==> src/ptd_defines.vh <==
// ptd_defines.vh: constants for the parallel-transfer opcode decoder.
// assumes: included by its bare name from ptd_decoder.v; definitions only.
`ifndef PTD_DEFINES_VH
`define PTD_DEFINES_VH

// ----------------------------------------------------------------------
// opcode field positions (parallel-transfer portion, bits 38..0)
// ----------------------------------------------------------------------
`define PTD_PT_RANGE      38:0
`define PTD_LMODE_HI      38:37
`define PTD_LMODE         38:35
`define PTD_COND          35:32
`define PTD_LDREG         34:32
`define PTD_LSEXT         31
`define PTD_CSRC          31
`define PTD_LSIZE         30:29
`define PTD_CRES          30
`define PTD_CGLB          29
`define PTD_LSCALE        28
`define PTD_PROT_N        28
`define PTD_LPTR          27:25
`define PTD_PROT_C        27
`define PTD_PROT_V        26
`define PTD_PROT_Z        25
`define PTD_LLONG         24
`define PTD_GIMX          24:22
`define PTD_ITEM          24:22
`define PTD_LRM           23
`define PTD_GLONG         36:22
`define PTD_L_DP          21
`define PTD_BANK4         21:18
`define PTD_BANK3         20:18
`define PTD_L_ST          17
`define PTD_GSEL          16
`define PTD_GMODE         15:13
`define PTD_MVKIND        14:13
`define PTD_LLONGOFF      15:0
`define PTD_GREG          12:10
`define PTD_SRC           12:10
`define PTD_GSEXT         9
`define PTD_SRCBANK       9:6
`define PTD_GSIZE         8:7
`define PTD_GSCALE        6
`define PTD_DUP           6
`define PTD_GPTR          5:3
`define PTD_DST           5:3
`define PTD_LIMX          2:0
`define PTD_GRM_SEL       1
`define PTD_GRM           0

// ----------------------------------------------------------------------
// constant codes
// ----------------------------------------------------------------------
`define PTD_DBANK         4'h4
`define PTD_MV_REG        2'h0
`define PTD_MV_FIELD      2'h1
`define PTD_COND_HI       2'h0

// format numbers 1..10
`define PTD_F_NONE        4'h0
`define PTD_F_DPAR        4'h1
`define PTD_F_MOVE        4'h2
`define PTD_F_FMOVE       4'h3
`define PTD_F_LLONG       4'h4
`define PTD_F_GLONG       4'h5
`define PTD_F_NOND        4'h6
`define PTD_F_CMOVE       4'h7
`define PTD_F_CFMOVE      4'h8
`define PTD_F_CGLB        4'h9
`define PTD_F_CNOND       4'hA

// ----------------------------------------------------------------------
// apb register map (byte addresses) and reset values
// ----------------------------------------------------------------------
`define PTD_A_CTRL        4'h0
`define PTD_A_STAT        4'h4
`define PTD_A_COUNT       4'h8
`define PTD_A_LAST        4'hC
`define PTD_CTRL_RST      1'h1

`endif

==> src/ptd_decoder.v <==
// ptd_decoder.v: decoder for the parallel-transfer part of a 64-bit opcode,
// with a small apb register file for enable, status and an opcode counter.
// assumes: opcode and valid come from fetch logic on pclk (no sync needed);
// data-unit decode supplies the three-bit alu dst/src1 register fields.
//
// The address map and the APB register port were decided locally.
`timescale 1ns/1ps
`include "ptd_defines.vh"

module ptd_decoder
(
   input  wire        pclk,
   input  wire        presetn,
   // apb slave
   input  wire        psel,
   input  wire        penable,
   input  wire        pwrite,
   input  wire [11:0] paddr,
   input  wire [31:0] pwdata,
   output wire        pready,
   output reg  [31:0] prdata,
   output wire        pslverr,
   // opcode from fetch
   input  wire [63:0] opcode_in,
   input  wire        opcode_valid_in,
   input  wire [2:0]  alu_dst_field_in,
   input  wire [2:0]  alu_src1_field_in,
   // decoded controls
   output reg         dec_valid_q,
   output reg  [3:0]  format_q,
   output reg         local_active_q,
   output reg         local_load_q,
   output reg  [1:0]  local_size_q,
   output reg         local_sext_q,
   output reg         local_scale_q,
   output reg  [3:0]  local_mode_q,
   output reg         local_rel_q,
   output reg  [2:0]  local_pointer_select_q,
   output reg  [15:0] local_imm_index_q,
   output reg  [6:0]  local_data_code_q,
   output reg         global_active_q,
   output reg         global_load_q,
   output reg  [1:0]  global_size_q,
   output reg         global_sext_q,
   output reg         global_scale_q,
   output reg  [2:0]  global_mode_q,
   output reg         global_rel_q,
   output reg  [2:0]  global_pointer_select_q,
   output reg  [14:0] global_imm_index_q,
   output reg  [6:0]  global_data_code_q,
   output reg         move_active_q,
   output reg         field_move_q,
   output reg  [6:0]  move_src_code_q,
   output reg  [6:0]  move_dst_code_q,
   output reg         duplicate_q,
   output reg  [2:0]  item_select_q,
   output reg  [6:0]  alu_dst_code_q,
   output reg  [6:0]  alu_src1_code_q,
   output reg         cond_en_q,
   output reg  [3:0]  cond_code_q,
   output reg         cond_result_write_q,
   output reg         cond_global_q,
   output reg         cond_src_choice_q,
   output reg         protect_n_q,
   output reg         protect_c_q,
   output reg         protect_v_q,
   output reg         protect_latched_v_q,
   output reg         protect_z_q
);

   // ----------------------------------------------------------------------
   // apb slave
   // ----------------------------------------------------------------------
   reg         enable_q;      // decode enable, software written
   reg  [31:0] count_q;       // opcodes decoded since reset
   reg  [38:0] last_pt_q;     // last parallel field decoded
   wire        apb_acc;       // access phase
   wire        a_ctrl;        // address hits
   wire        a_stat;
   wire        a_cnt;
   wire        a_last;
   wire        a_hit;

   assign pready  = 1'b1;     // zero wait states, every access
   assign apb_acc = psel & penable;
   assign a_ctrl  = (paddr[3:0] == `PTD_A_CTRL);
   assign a_stat  = (paddr[3:0] == `PTD_A_STAT);
   assign a_cnt   = (paddr[3:0] == `PTD_A_COUNT);
   assign a_last  = (paddr[3:0] == `PTD_A_LAST);
   // upper address bits must be zero; anything else is unmapped
   assign a_hit   = (paddr[11:4] == 8'h00) & (a_ctrl | a_stat | a_cnt | a_last);
   assign pslverr = apb_acc & ~a_hit;

   // read mux; unmapped and reserved bits read as zero
   always @*
   begin
      prdata = 32'h0000_0000;
      if (a_hit & a_ctrl)
         prdata = {31'h0000_0000, enable_q};
      else if (a_hit & a_stat)
         prdata = {27'h000_0000, format_q, dec_valid_q};
      else if (a_hit & a_cnt)
         prdata = count_q;
      else if (a_hit & a_last)
         prdata = {25'h000_0000, last_pt_q[38:32]};
   end

   // control register write, taken at the access edge only
   always @(posedge pclk or negedge presetn)
   begin
      if (!presetn)
         enable_q <= `PTD_CTRL_RST;
      else if (apb_acc & pwrite & a_hit & a_ctrl)
         enable_q <= pwdata[0];
   end

   // ----------------------------------------------------------------------
   // format recognition
   // ----------------------------------------------------------------------
   wire [38:0] pt;            // parallel-transfer portion
   reg  [3:0]  fmt_d;
   wire        is_cond;       // global-only or conditional family (lmode top bits zero)

   assign pt      = opcode_in[`PTD_PT_RANGE];
   // unused bits arrive as zero, so lmode top bits zero marks the
   // global-only and conditional families
   assign is_cond = (pt[`PTD_LMODE_HI] == `PTD_COND_HI);

   // one of ten formats from the parallel field
   always @*
   begin
      fmt_d = `PTD_F_NONE;
      if (!is_cond)
      begin
         if (pt[`PTD_GSEL])
            fmt_d = `PTD_F_DPAR;
         else if (pt[`PTD_LLONG])
            fmt_d = `PTD_F_LLONG;
         else if (pt[`PTD_MVKIND] == `PTD_MV_REG)
            fmt_d = `PTD_F_MOVE;
         else if (pt[`PTD_MVKIND] == `PTD_MV_FIELD)
            fmt_d = `PTD_F_FMOVE;
         else
            fmt_d = `PTD_F_NOND;
      end
      else
      begin
         if (pt[`PTD_GSEL])
            fmt_d = pt[`PTD_GRM_SEL] ? `PTD_F_CGLB : `PTD_F_GLONG;
         else if (pt[`PTD_MVKIND] == `PTD_MV_REG)
            fmt_d = `PTD_F_CMOVE;
         else if (pt[`PTD_MVKIND] == `PTD_MV_FIELD)
            fmt_d = `PTD_F_CFMOVE;
         else
            fmt_d = `PTD_F_CNOND;
      end
   end

   // ----------------------------------------------------------------------
   // field extraction (combinational next values)
   // ----------------------------------------------------------------------
   wire f_dp;                 // format flags
   wire f_ll;
   wire f_gl;
   wire f_cg;
   wire f_mv;
   wire f_fm;
   wire f_nd;
   wire cond_fmt;

   assign f_dp     = (fmt_d == `PTD_F_DPAR);
   assign f_ll     = (fmt_d == `PTD_F_LLONG);
   assign f_gl     = (fmt_d == `PTD_F_GLONG);
   assign f_cg     = (fmt_d == `PTD_F_CGLB);
   assign f_mv     = (fmt_d == `PTD_F_MOVE) | (fmt_d == `PTD_F_CMOVE);
   assign f_fm     = (fmt_d == `PTD_F_FMOVE) | (fmt_d == `PTD_F_CFMOVE);
   assign f_nd     = (fmt_d == `PTD_F_NOND) | (fmt_d == `PTD_F_CNOND);
   assign cond_fmt = is_cond & ~f_gl;

   wire        loc_d;         // local transfer present
   wire        glb_d;         // global transfer present
   wire [6:0]  loc_code_d;
   wire [6:0]  glb_code_d;
   wire [6:0]  mv_src_d;
   wire [6:0]  mv_dst_d;
   wire [3:0]  adst_bank_d;
   wire [3:0]  as1_bank_d;

   assign loc_d = ~is_cond;
   assign glb_d = f_dp | f_gl | f_cg;

   // local data register: d bank unless the long-offset form gives a bank
   assign loc_code_d = f_ll ? {pt[`PTD_BANK4], pt[`PTD_LDREG]}
                            : {`PTD_DBANK, pt[`PTD_LDREG]};

   // global register: short bank (msb zero) in double parallel, else bank
   assign glb_code_d = f_dp ? {1'b0, pt[`PTD_BANK3], pt[`PTD_GREG]}
                            : {pt[`PTD_BANK4], pt[`PTD_GREG]};

   // move source: field moves read a d register, moves use srcbank
   assign mv_src_d = f_fm ? {`PTD_DBANK, pt[`PTD_SRC]}
                          : {pt[`PTD_SRCBANK], pt[`PTD_SRC]};
   assign mv_dst_d = {pt[`PTD_BANK4], pt[`PTD_DST]};

   // alu banks only in non-d forms; others imply the d bank
   assign adst_bank_d = f_nd ? pt[`PTD_BANK4] : `PTD_DBANK;
   assign as1_bank_d  = f_nd ? pt[`PTD_SRCBANK] : `PTD_DBANK;

   // ----------------------------------------------------------------------
   // output registers: every field of one opcode lands on the same edge,
   // so downstream units never see a mix of two opcodes
   // ----------------------------------------------------------------------
   always @(posedge pclk or negedge presetn)
   begin
      if (!presetn)
      begin
         dec_valid_q             <= 1'b0;
         format_q                <= `PTD_F_NONE;
         local_active_q          <= 1'b0;
         local_load_q            <= 1'b0;
         local_size_q            <= 2'h0;
         local_sext_q            <= 1'b0;
         local_scale_q           <= 1'b0;
         local_mode_q            <= 4'h0;
         local_rel_q             <= 1'b0;
         local_pointer_select_q  <= 3'h0;
         local_imm_index_q       <= 16'h0000;
         local_data_code_q       <= 7'h00;
         global_active_q         <= 1'b0;
         global_load_q           <= 1'b0;
         global_size_q           <= 2'h0;
         global_sext_q           <= 1'b0;
         global_scale_q          <= 1'b0;
         global_mode_q           <= 3'h0;
         global_rel_q            <= 1'b0;
         global_pointer_select_q <= 3'h0;
         global_imm_index_q      <= 15'h0000;
         global_data_code_q      <= 7'h00;
         move_active_q           <= 1'b0;
         field_move_q            <= 1'b0;
         move_src_code_q         <= 7'h00;
         move_dst_code_q         <= 7'h00;
         duplicate_q             <= 1'b0;
         item_select_q           <= 3'h0;
         alu_dst_code_q          <= 7'h00;
         alu_src1_code_q         <= 7'h00;
         cond_en_q               <= 1'b0;
         cond_code_q             <= 4'h0;
         cond_result_write_q     <= 1'b0;
         cond_global_q           <= 1'b0;
         cond_src_choice_q       <= 1'b0;
         protect_n_q             <= 1'b0;
         protect_c_q             <= 1'b0;
         protect_v_q             <= 1'b0;
         protect_latched_v_q     <= 1'b0;
         protect_z_q             <= 1'b0;
         count_q                 <= 32'h0000_0000;
         last_pt_q               <= 39'h00_0000_0000;
      end
      else
      begin
         // valid is a one-cycle pulse per decoded opcode
         dec_valid_q <= opcode_valid_in & enable_q;
         if (opcode_valid_in & enable_q)
         begin
            format_q  <= fmt_d;
            count_q   <= count_q + 32'h0000_0001;
            last_pt_q <= pt;
            // local address unit
            local_active_q         <= loc_d;
            local_load_q           <= loc_d & (f_dp ? pt[`PTD_L_DP]
                                                    : pt[`PTD_L_ST]);
            local_size_q           <= pt[`PTD_LSIZE];
            local_sext_q           <= loc_d & pt[`PTD_LSEXT];
            local_scale_q          <= loc_d & pt[`PTD_LSCALE];
            local_mode_q           <= pt[`PTD_LMODE];
            local_rel_q            <= loc_d & ~f_dp & ~f_ll & pt[`PTD_LRM];
            local_pointer_select_q <= pt[`PTD_LPTR];
            // long form carries a 16-bit offset, short forms three bits
            local_imm_index_q      <= f_ll ? pt[`PTD_LLONGOFF]
                                           : {13'h0000, pt[`PTD_LIMX]};
            local_data_code_q      <= loc_code_d;
            // global address unit
            global_active_q         <= glb_d;
            global_load_q           <= glb_d & pt[`PTD_L_ST];
            global_size_q           <= pt[`PTD_GSIZE];
            global_sext_q           <= glb_d & pt[`PTD_GSEXT];
            global_scale_q          <= glb_d & pt[`PTD_GSCALE];
            global_mode_q           <= pt[`PTD_GMODE];
            global_rel_q            <= (f_gl | f_cg) & pt[`PTD_GRM];
            global_pointer_select_q <= pt[`PTD_GPTR];
            global_imm_index_q      <= f_gl ? pt[`PTD_GLONG]
                                            : {12'h000, pt[`PTD_GIMX]};
            global_data_code_q      <= glb_code_d;
            // move path
            move_active_q   <= f_mv | f_fm;
            field_move_q    <= f_fm;
            move_src_code_q <= mv_src_d;
            move_dst_code_q <= mv_dst_d;
            duplicate_q     <= f_fm & pt[`PTD_DUP];
            item_select_q   <= f_fm ? pt[`PTD_ITEM] : 3'h0;
            // alu write-back codes
            alu_dst_code_q  <= {adst_bank_d, alu_dst_field_in};
            alu_src1_code_q <= {as1_bank_d, alu_src1_field_in};
            // condition and status protection only in conditional forms
            cond_en_q           <= cond_fmt;
            cond_code_q         <= cond_fmt ? pt[`PTD_COND] : 4'h0;
            cond_result_write_q <= cond_fmt & pt[`PTD_CRES];
            cond_global_q       <= f_cg & pt[`PTD_CGLB];
            cond_src_choice_q   <= cond_fmt & pt[`PTD_CSRC];
            protect_n_q         <= cond_fmt & pt[`PTD_PROT_N];
            protect_c_q         <= cond_fmt & pt[`PTD_PROT_C];
            protect_v_q         <= cond_fmt & pt[`PTD_PROT_V];
            // the overflow protect also shields the latched overflow bit
            protect_latched_v_q <= cond_fmt & pt[`PTD_PROT_V];
            protect_z_q         <= cond_fmt & pt[`PTD_PROT_Z];
         end
      end
   end

endmodule // ptd_decoder

==> config.mk <==
export PLATFORM = sky130hd
export DESIGN_NAME = ptd_decoder
export DESIGN_NICKNAME = d
export VERILOG_FILES = /design/src/ptd_decoder.v
export VERILOG_INCLUDE_DIRS = /design/src
export SDC_FILE = /design/constraint.sdc
export NUM_CORES = 1
export LEC_CHECK = 0
export BUFFER_PORTS_ARGS = -buffer_cell sky130_fd_sc_hd__buf_4
export CORE_MARGIN = 1.5
export CORE_UTILIZATION = 51
export CTS_CLUSTER_SIZE = 14
export DETAILED_ROUTE_END_ITERATION = 8
export PLACE_DENSITY = 0.83
export SETUP_SLACK_MARGIN = 0.5
export SLEW_MARGIN = 20
export SYNTH_ARGS = -nofsm -noshare
export SYNTH_HDL_FRONTEND = slang
export SYNTH_SLANG_ARGS = --single-unit
==> constraint.sdc <==
create_clock -name pclk -period 3.31 [get_ports pclk]
set_input_delay 0.4965 -clock pclk [delete_from_list [all_inputs] [get_ports pclk]]
set_output_delay 0.4965 -clock pclk [all_outputs]
set_load 0.1 [all_outputs]
After elaboration in Yosys (flattened, before gate mapping)
Cells that the tools add are included.

Flip-flop bits (word level): 195. Input bits: 120. Word-level logic and storage cells: 129.

Add/subtract/negate cells: 1. Equality and inequality tests: 14. Mux-type cells: 23. Bitwise logic cells: 45. Reduce and logical (&&, ||, !) cells: 4.

Operators by type and width (number): 2-to-1 mux 32 bit (3); adder 32 x 1 -> 32 bit, second input constant (1); bitwise AND 1 bit (30); 2-to-1 mux 4 bit (7); 2-to-1 mux 7 bit (4); == test 4 x 3 -> 1 bit, second input constant (5); == test 4 bit, second input constant (5); 2-to-1 mux 16 bit (1); 2-to-1 mux 15 bit (1); 2-to-1 mux 3 bit (5); OR 1 bit (10); == test 4 x 2 -> 1 bit, second input constant (2); logical NOT 8 bit (1); inverter 1 bit (5); == test 4 x 1 -> 1 bit, second input constant (1); logical NOT 2 bit (2); logical NOT 4 bit (1); == test 2 x 1 -> 1 bit, second input constant (1); 2-to-1 mux 2 bit (1); 2-to-1 mux 1 bit (1).

Depth between registers and ports, before layout
Depth after elaboration: 11. Gate-level depth with buffers: 6.

Least setup slack after synthesis
No wires, ideal clock.

Path type: reg-to-output. Start point: reg, netlist name local_mode_q[2]. End point: out prdata[5]. Arrival: 3344 ps. Data required time: 2813 ps. Path slack: -531 ps. Cell stages (with the launch flop): 3. Path through: dfrtp_1 mux2i_1 nor3b_1.

RTL lines: end, declared (RTL line ptd_decoder.v:21) `output reg [31:0] prdata,`.

Final worst setup path
Start point: in paddr[4]. End point: out prdata[8].

Longest elaborated chain between the ends: 6. Elaborated cells between the ends (all ways): 8.

RTL lines: start, declared (RTL line ptd_decoder.v:18) `input wire [11:0] paddr,`; logical NOT 8 bit (*) (RTL line ptd_decoder.v:91) `assign a_hit = (paddr[11:4] == 8'h00) & (a_ctrl | a_stat | a_cnt | a_last);`; bitwise AND 1 bit (*) (RTL line ptd_decoder.v:91); bitwise AND 1 bit (RTL line ptd_decoder.v:102) `else if (a_hit & a_cnt)`; 2-to-1 mux 32 bit (RTL line ptd_decoder.v:102); 2-to-1 mux 32 bit (RTL line ptd_decoder.v:100) `else if (a_hit & a_stat)`; 2-to-1 mux 32 bit (*) (RTL line ptd_decoder.v:98) `if (a_hit & a_ctrl)`.

Every way passes the cells marked *; elsewhere a longest branch is shown, timed or not.

==> out/summary.txt <==
Status: finished clean
Ranking of synthesized cells by area: dfrtp_1 58%, nand2_1 12%, xnor2_1 3.9%, o21ai_0 3.0%, and2_1 2.8%
Die Wd: 114 um
Syn_area_per_cell: 9.87 um2
Pre-antenna DRT Iters: 5
Remaining antenna violation count: 0
Vias: 5323
Most frequent cells in the layout: 225 x buf_4, 207 x nand2_1, 146 x dfrtp_1, 37 x o21ai_0
Worst path most repeated cell: buf_4
Top delay family on crit path: simple AND/OR/NAND/NOR gates
Setup TNS: 0 ns
Std cell rows: 40
Fillers: 865
Vias per inst: 5.33
Placed Area: 0.00797 mm2
Die area: 0.0130 mm2
RSZ-0062 raised after global routing: false
Setup-failing EPs final: 0
Worst rel slew slack: 31.7%
Met3 usage: 8.02%
Max stage delay on crit path: 0.47 ns
Max Freq: 372 MHz
Most Crowded Layer GR: met2
Ys flop type: dfrtp_1
CTS tree: yes
Final worst path period share: 81.1%
Cells after Synth: 636
Async set or reset register ratio after synthesis: 100%
Htree depth: 4
Skew final: 0.00637 ns
Critical path peak fanout: 13
Gr ovfl total: 0
Reg clk slew, reported paths: 0.05 ns
Syn Nets: 757
Vias in the first global route: 5366
Initial core utilization: 52.2%
Clk buf depth: 2
Yosys cell types: 50
Grt met1 use: 33.8%
Die span in y: 114 um
Tmin final: 2.69 ns
Routability cong.: 0.845
Area growth, synth to finish: 36.9%
Clk Latency, worst-skew pair: 0.42 ns
Worst-margin pin slew: 1.02 ns
Hold Fails Final Rpt: 0
Number of synthesized register bits: 147
Hold buffers post-CTS: 0
Worst path arrival time: 2.19 ns
Leakage Power: 4.52 nW
CP Cell Sequence: buf_4 > nor4_4 > nand3_4 > nor3b_4 > and2_1 > buf_4
WS Path Type: in2out
Most common cell after layout, fill and taps aside: buf_4
Largest net degree at the start of global routing: 85
Routed WL: 16.7 mm
TritonCTS buffer count: 17
Reg-to-Reg Start: enable_q
Core area: 0.0120 mm2
Share of the synthesized area in the top cell type: 58.2%
Initial antenna violation count: 0
Met2 Usage GRT: 44.9%
Iteration-0 DRC Markers: 390
Fin util: 71.5%
Finished Cell Area: 0.00859 mm2
Worst VDD drop: 0.290 mV
Critical path buffer and inverter count: 2
DRC viols: 0
Crit path launch: paddr[4]
Critical Path Start Type: primary input
Register area share after synthesis: 58.6%
Detailed Place HPWL: 11.8 mm
Area leader, netlist: dfrtp_1
# nets final: 961
CTS sink cnt: 147
IO Pins: 278
Synthesized area: 0.00628 mm2
Post-synth EDFFs: 0
First-pass GRT wire length: 27.4 mm
Share of post-route cells with drive strength above 1: 33.1%
Inserted Diodes: 0
Final Slew Violations: 0
I/O Buffers: 220
CP endpoint kind: primary output
Crit path max-delay cell type: nor3b_4
Crit path required time: 2.81 ns
Total GRT Usage: 27.1%
YS warnings: 0
WL per Instance: 16.7 um
HP Class: in2async
Ratio of total power to cell area: 456 mW/mm2
Max-cap violations: 0
CTS root buf: clkbuf_16
[layout make-up]
| class | count | area, um2 | area share, % |
|---|---|---|---|
| Multi-Input combinational cell | 443 | 2410 | 28.0 |
| Timing Repair Buffer | 226 | 1700 | 19.8 |
| Clock buffer | 24 | 502 | 5.84 |
| Sequential cell | 147 | 3680 | 42.8 |
| Tap cell | 147 | 184 | 2.14 |
| Clock inverter | 7 | 96.3 | 1.12 |
| Inverter | 5 | 18.8 | 0.218 |
[sequential cells by signal (all words and copies together) (netlist names), 5 cells and up]
signal and flops:
last_pt_q 5, global_imm_index_q 15, local_data_code_q 7, local_imm_index_q 16
count_q 32, global_data_code_q 7, alu_src1_code_q 7, alu_dst_code_q 7
[synthesized netlist by cell type (2+ instances only)]
cell type,n
nor4_1,2
xor2_1,3
o21ai_0,37
nor3_1,2
nor4_4,3
and4_1,3
nor2_1,16
o21ai_1,26
a21oi_1,4
clkbuf_1,21
nand3_1,17
nand2_1,208
and2_1,28
a22o_1,4
nor3_2,2
buf_4,12
buf_1,2
xnor2_1,28
mux2i_1,3
buf_2,5
o211ai_1,2
dfrtp_1,146
nor3b_1,2
nand4_1,16
and3_1,7
inv_1,4
a22oi_1,4
buf_6,2
mux2_2,6
[per-layer routing]
layer	wire, um	up-vias
li1	-	2507
met2	8400	213
met3	1220	28
met1	6750	2575
met5	0	-
met4	339	0
[final timing paths]
check	to	slack, ns	depth (start not counted)
setup / recovery	prdata[8]	0.62	6
hold / removal	global_imm_index_q[10]	0.13	1
setup reg to reg	protect_z_q	1.37	5
hold reg to reg	count_q[31]	0.47	1
max in group asynchronous	last_pt_q[8]	2.22	2
min in group pclk	local_imm_index_q[2]	0.28	3
[through the flow]
| step | total power, mW | setup WS (ns) | hold slack (ns) | instances |
|---|---|---|---|---|
| 3_3_place_gp | 2.01 | 0.553 | 0.453 | 967 |
| 6_report | 3.91 | 0.625 | 0.128 | 999 |
| 4_1_cts | 3.94 | 0.597 | 0.153 | 999 |
| 3_5_place_dp | 2.02 | 0.425 | 0.457 | 967 |
| 2_1_floorplan | 1.90 | 0.425 | 0.201 | 636 |
| 5_1_grt | 4.04 | 0.515 | 0.185 | 999 |
[cells by family after synthesis]
family | synth area share [%]
adder cells (fa/ha/maj) | 0.199
XOR/XNOR | 4.33
AO/OA/AOI/OAI | 7.62
multiplexers | 1.55
buffers and inverters | 3.87
AND/OR/NAND/NOR | 23.7
flip-flops | 58.6
other | 0.0598
[power by group]
group,total (mW),switching (mW),internal [mW]
Clock,1.93,0.720,1.21
Combinational,0.183,0.115,0.0674
Sequential,1.80,0.00152,1.80
Total,3.91,0.837,3.08
[repair_timing]
| action | in CTS | in global routing |
|---|---|---|
| pin swaps | 1 | 0 |
| setup endpoints to repair | 25 | 12 |
| buffers inserted | 0 | 0 |
| cloned | 1 | 0 |
| resized for setup | 0 | 1 |
Power figures use the tool's default switching activity.
